File: src/shared/gpa_pkg.sv
// Package with register map, widths and bus carrier for the port block
`default_nettype none
package gpa_pkg;
    localparam int GPA_ADDR_W = 8;
    localparam int GPA_DATA_W = 8;
    localparam logic [7:0] GPA_OFF_PORT_A_OUTPUT_LATCH = 8'hAA;
    localparam logic [7:0] GPA_OFF_PORT_A_DIRECTION = 8'hAB;
    localparam logic [7:0] GPA_OFF_PORT_A_PIN_LEVELS = 8'hAB;
    localparam logic [7:0] GPA_OFF_PORT_NINE_DATA = 8'hC1;
    localparam logic [7:0] GPA_RST_PORT_A_OUTPUT_LATCH = 8'h00;
    localparam logic [7:0] GPA_RST_PORT_A_DIRECTION = 8'h00;
    localparam logic [7:0] GPA_RST_PORT_NINE_DATA = 8'h00;
    localparam logic [7:0] GPA_RD_UNMAPPED = 8'h00;
    localparam int GPA_NINE_PIN_BIT = 6;
    localparam logic [7:0] GPA_NINE_RO_MASK = 8'h40;
    localparam logic GPA_DIR_INPUT = 1'b0;
    localparam logic GPA_DIR_OUTPUT = 1'b1;

    typedef struct packed {
        logic [GPA_ADDR_W-1:0] addr;
        logic [GPA_DATA_W-1:0] wdata;
        logic wr;
        logic rd;
    } gpa_bus_req_s;
endpackage : gpa_pkg
`default_nettype wire

File: src/hw/gpa_port_regs.sv
// Port A and port nine data registers with pin drive and read-back
//
// Summary of operation
// - Bit 6 of port_nine_data is read-only and shows its pin; the other bits are R/W, reset 0.
// - port_a_direction at offset 0xAB has eight write-only bits that reset to 0.
// - Each direction bit picks its pin's mode: 0 input, 1 output.
// - port_a_pin_levels is read-only and every read returns the present pin levels.
// - port_a_output_latch at offset 0xAA is R/W on all eight bits and resets to 0.
//
// The address-and-strobe port is this design's own decision.
`timescale 1ns/1ps
`default_nettype none
module gpa_port_regs
    import gpa_pkg::*;
(
    input wire logic i_sys_clk,
    input wire logic i_reset_n,
    input wire gpa_bus_req_s i_bus_req,
    output logic [GPA_DATA_W-1:0] o_rd_data,
    input wire logic [7:0] i_port_a_pin,
    output logic [7:0] o_port_a_pin_out,
    output logic [7:0] o_port_a_pin_oe,
    input wire logic i_port_nine_bit_six_pin,
    output logic [7:0] o_port_nine_data
);

    typedef enum {
        GPA_SEL_NONE,
        GPA_SEL_LATCH,
        GPA_SEL_DIR_PIN,
        GPA_SEL_NINE
    } gpa_sel_e;

    logic [7:0] port_a_output_latch_ff;
    logic [7:0] port_a_direction_ff;
    logic [7:0] port_nine_data_ff;
    logic [7:0] rd_data_ff;
    logic [7:0] nxt_rd_data;
    gpa_sel_e sel;

    // Decode shared by write and read paths
    function automatic gpa_sel_e gpa_decode(input logic [GPA_ADDR_W-1:0] addr);
        gpa_sel_e s;
        s = GPA_SEL_NONE;
        if (addr == GPA_OFF_PORT_A_OUTPUT_LATCH) begin
            s = GPA_SEL_LATCH;
        end else if (addr == GPA_OFF_PORT_A_DIRECTION) begin
            s = GPA_SEL_DIR_PIN;
        end else if (addr == GPA_OFF_PORT_NINE_DATA) begin
            s = GPA_SEL_NINE;
        end
        return s;
    endfunction : gpa_decode

    assign sel = gpa_decode(i_bus_req.addr);

    always_ff @(posedge i_sys_clk) begin
        if (!i_reset_n) begin
            port_a_output_latch_ff <= GPA_RST_PORT_A_OUTPUT_LATCH;
        end else if (i_bus_req.wr && sel == GPA_SEL_LATCH) begin
            port_a_output_latch_ff <= i_bus_req.wdata;
        end
    end

    // Direction shares its offset with the pin-level view: writes land here, reads see pins
    always_ff @(posedge i_sys_clk) begin
        if (!i_reset_n) begin
            port_a_direction_ff <= GPA_RST_PORT_A_DIRECTION;
        end else if (i_bus_req.wr && sel == GPA_SEL_DIR_PIN) begin
            port_a_direction_ff <= i_bus_req.wdata;
        end
    end

    // Bit 6 is not stored; it is patched in from the pin on read
    always_ff @(posedge i_sys_clk) begin
        if (!i_reset_n) begin
            port_nine_data_ff <= GPA_RST_PORT_NINE_DATA;
        end else if (i_bus_req.wr && sel == GPA_SEL_NINE) begin
            port_nine_data_ff <= i_bus_req.wdata & ~GPA_NINE_RO_MASK;
        end
    end

    always_comb begin
        nxt_rd_data = GPA_RD_UNMAPPED;
        case (sel)
            GPA_SEL_LATCH: begin
                nxt_rd_data = port_a_output_latch_ff;
            end
            GPA_SEL_DIR_PIN: begin
                nxt_rd_data = i_port_a_pin;
            end
            GPA_SEL_NINE: begin
                nxt_rd_data = port_nine_data_ff;
                nxt_rd_data[GPA_NINE_PIN_BIT] = i_port_nine_bit_six_pin;
            end
            default: begin
                nxt_rd_data = GPA_RD_UNMAPPED;
            end
        endcase
    end

    // Read data holds only in the cycle after the strobe, zero otherwise
    always_ff @(posedge i_sys_clk) begin
        if (!i_reset_n) begin
            rd_data_ff <= GPA_RD_UNMAPPED;
        end else if (i_bus_req.rd) begin
            rd_data_ff <= nxt_rd_data;
        end else begin
            rd_data_ff <= GPA_RD_UNMAPPED;
        end
    end

    assign o_rd_data = rd_data_ff;
    assign o_port_a_pin_oe = port_a_direction_ff;
    assign o_port_a_pin_out = port_a_output_latch_ff;
    assign o_port_nine_data = port_nine_data_ff;
endmodule : gpa_port_regs
`default_nettype wire

File: config.mk
export PLATFORM = sky130hd
export DESIGN_NAME = gpa_port_regs
export DESIGN_NICKNAME = d
export VERILOG_FILES = /design/src/shared/gpa_pkg.sv /design/src/hw/gpa_port_regs.sv
export SDC_FILE = /design/constraint.sdc
export NUM_CORES = 1
export LEC_CHECK = 0
export BUFFER_PORTS_ARGS = -buffer_cell sky130_fd_sc_hd__buf_2
export CAP_MARGIN = 20
export CORE_ASPECT_RATIO = 2
export CORE_MARGIN = 1
export CORE_UTILIZATION = 40
export CTS_CLUSTER_SIZE = 25
export DETAILED_ROUTE_END_ITERATION = 10
export GPL_ROUTABILITY_DRIVEN = 0
export PLACE_DENSITY = 0.7
export REMOVE_ABC_BUFFERS = 1
export SLEW_MARGIN = 15
export SYNTH_ARGS = -nofsm -noshare
export SYNTH_HDL_FRONTEND = slang
export SYNTH_SLANG_ARGS = --single-unit
File: constraint.sdc
create_clock -name i_sys_clk -period 1.35 [get_ports i_sys_clk]
set_input_delay 0 -clock i_sys_clk [delete_from_list [all_inputs] [get_ports i_sys_clk]]
set_output_delay 0 -clock i_sys_clk [all_outputs]
set_load 0.02 [all_outputs]
==> run_results.csv <==
group,metric,value,unit
run_status,status,"completed",
layout,fin_area,1720,um^2
floorplan,dieArea,3520,um^2
floorplan,die_h,82.9,um
global_routing,gr-usage-all-layers,0.199,
route,routedWlPerCell,14.8,um
logic_synthesis,synth_fa_ha_area_frac,0,
route,drtPass1Iterations,4,
floorplan,die_x,42.5,um
sta,grt_setup_unrepaired,"no",
place,dp_hpwl,2.47,mm
logic_synthesis,ys_ff_latch,31,
critical_path,cpMaxStageDelayCell,"dfxtp_1",
global_routing,grt_pass1_wl,5.34,mm
cts,clk_latency,280,ps
cts,cts-hold-fix-buffers,1,
logic_synthesis,synth_edf_count,0,
logic_synthesis,synth_common_cells,"dfxtp_1, nand2_1, mux2i_1",
route,vias_per_cell,5.25,
route,drc,0,
cts,cts.repair.resized,0,
power_and_ir_drop,p_leak,0.879,nW
logic_synthesis,ys_warn_count,0,
logic_synthesis,yosys.area.top_type,"dfxtp_1",
floorplan,core_area,3160,um^2
place,portBuffers,59,
power_and_ir_drop,power_density,1010,nW/um^2
floorplan,start_util,0.415,
layout,layout.nets,219,
route,routed_wl,3.28,mm
floorplan,io_pins,61,
cts,cts_tree,"done",
cts,cts-root-buf,"clkbuf_8",
logic_synthesis,synthXorXnorAreaFrac,0,
cts,cts.clk_slew.worst_paths,60,ps
logic_synthesis,synthMuxAreaShare,0.245,
sta,setup_viol_count_final,0,
cts,post-cts-setup-buffers,0,
logic_synthesis,synth_compound_area_frac,0.0535,
place,placed_area,1630,um^2
sta,slew_viol_final,0,
critical_path,max_stage_delay,330,ps
cts,cts_sinks,31,
critical_path,crit_type,"reg2reg",
sta,fin_crit,947,ps
route,antenna_violating_nets_post_route,0,
layout,diodes,0,
route,drtIter0Drc,28,
floorplan,std_cell_rows,29,
cts,cts-buffers-inserted,5,
run,maxCapViolCount,0,
logic_synthesis,synth_top_area_frac,0.474,
cts,clock_tree.buffer_depth,2,
layout,drive_gt1_frac,0.429,
logic_synthesis,synth_top_family_by_area,"multiplexers",
logic_synthesis,yosysSeqAreaShare,0.474,
global_routing,grt-ovfl-total,0,
sta,hold_viol_final,0,
sta,clock_skew,5.99,ps
critical_path,crit_arrival,1110,ps
logic_synthesis,synthesis.instances,126,
logic_synthesis,synthTopCellsByArea,"dfxtp_1, mux2i_1, nand2_1",
logic_synthesis,synthFlopType,"dfxtp_1",
route,vias,1165,
min_path,hp-class,"in2reg",
logic_synthesis,ys_types,17,
sta,whs,4.26,ps
sta,setup_tns,0,ps
critical_path,end_kind,"flip-flop",
logic_synthesis,synth-simple-area-share,0.182,
logic_synthesis,synth_async_sr_flop_share,0,
global_routing,antenna_found_initial,0,
layout,syn_to_final_growth,31.0,%
sta,fmax,1.06,GHz
critical_path,required,1510,ps
sta,period_share,0.702,
critical_path,path_cells,"mux2_2 > a32oi_1 > nor2_1",
logic_synthesis,netlist_area,1310,um^2
cts,cts-htree-levels,2,
power_and_ir_drop,ir_drop,0.789,mV
critical_path,cp-start-kind,"flip-flop",
global_routing,grt_max_degree,22,
logic_synthesis,syn_area_per_cell,10.4,um^2
critical_path,cp_max_fo,3,
global_routing,first_global_vias,1144,
-- routing by layer --
layer  up-vias  share of wire  routed length (um)  GRT usage
met4         0          0.027                  89     0.0966
li1        564              -                   -          -
met5         -              0                   0          0
met2        50           0.55                1790      0.361
met1       542           0.38                1240      0.207
met3         9          0.048                 156     0.0391
-- registers in the layout (all words and copies together), names as in the netlist --
signal            cells
o_port_a_pin_oe       8
o_rd_data             8
o_port_nine_data      7
o_port_a_pin_out      8
-- worst max-delay path, delay by kind of cell (launching register included) --
| family | cells | cell delay [ps] |
|---|---|---|
| AO/OA/AOI/OAI | 1 | 170 |
| flip-flops | 1 | 330 |
| AND/OR/NAND/NOR | 1 | 60 |
| multiplexers | 1 | 280 |
-- path summary, 6_finish.rpt --
| kind | start | endpoint | slack (ps) | depth (start not counted) |
|---|---|---|---|---|
| setup / recovery | o_port_a_pin_out[1]$_SDFFE_PN0P_ | o_rd_data[1]$_SDFF_PN0_ | 400 | 3 |
| hold / removal | i_bus_req[8] | o_port_a_pin_oe[6]$_SDFFE_PN0P_ | 4 | 3 |
| setup reg to reg | o_port_a_pin_out[1]$_SDFFE_PN0P_ | o_rd_data[1]$_SDFF_PN0_ | 400 | 3 |
| hold reg to reg | o_port_a_pin_oe[1]$_SDFFE_PN0P_ | o_port_a_pin_oe[1]$_SDFFE_PN0P_ | 460 | 2 |
-- where the power goes --
group / switching, mW / total, mW / internal (mW) / leakage [nW]
clock network: 0.330 / 0.691 / 0.361 / 0.0422
registers: 0.000638 / 0.916 / 0.916 / 0.250
logic: 0.0697 / 0.131 / 0.0612 / 0.587
-- cell families (layout without fill, tap and decap cells) --
group,after synthesis,after routing
other cells,1,1
buf+inv,8,73
simple gates,47,47
compound gates,8,8
flops,31,31
mux,31,31
-- layout make-up --
type                       instances  area [um^2]
multi-input combinational         87          633
timing repair buffer              65          343
sequential                        31          621
tap                               31         38.8
clock buffer                       7         76.3
clock inverter                     1         5.00
fill                             299         1440
-- cell usage in the layout, fill, tap and decap left out --
cell and n:
a32oi_1 8, and3b_1 1, and4b_1 1, and4bb_2 1
buf_2 59, buf_4 5, clkbuf_1 2, clkbuf_8 5
clkinv_2 1, conb_1 1, dfxtp_1 31, dlygate4sd3_1 1
mux2_2 8, mux2i_1 23, nand2_1 31, nand3_2 1
nand3_4 1, nand4_1 1, nor2_1 9, nor4b_4 1
-- metrics by stage --
step	setup WS, ps	power (mW)	util	instances
2_1_floorplan	244	0.981	-	118
3_3_place_gp	266	1.06	0.515	213
3_5_place_dp	228	1.06	0.515	213
4_1_cts	401	1.75	0.544	222
5_1_grt	326	1.81	0.544	222
6_report	403	1.74	0.544	222
No activity file was read; power rests on OpenSTA's default activity.
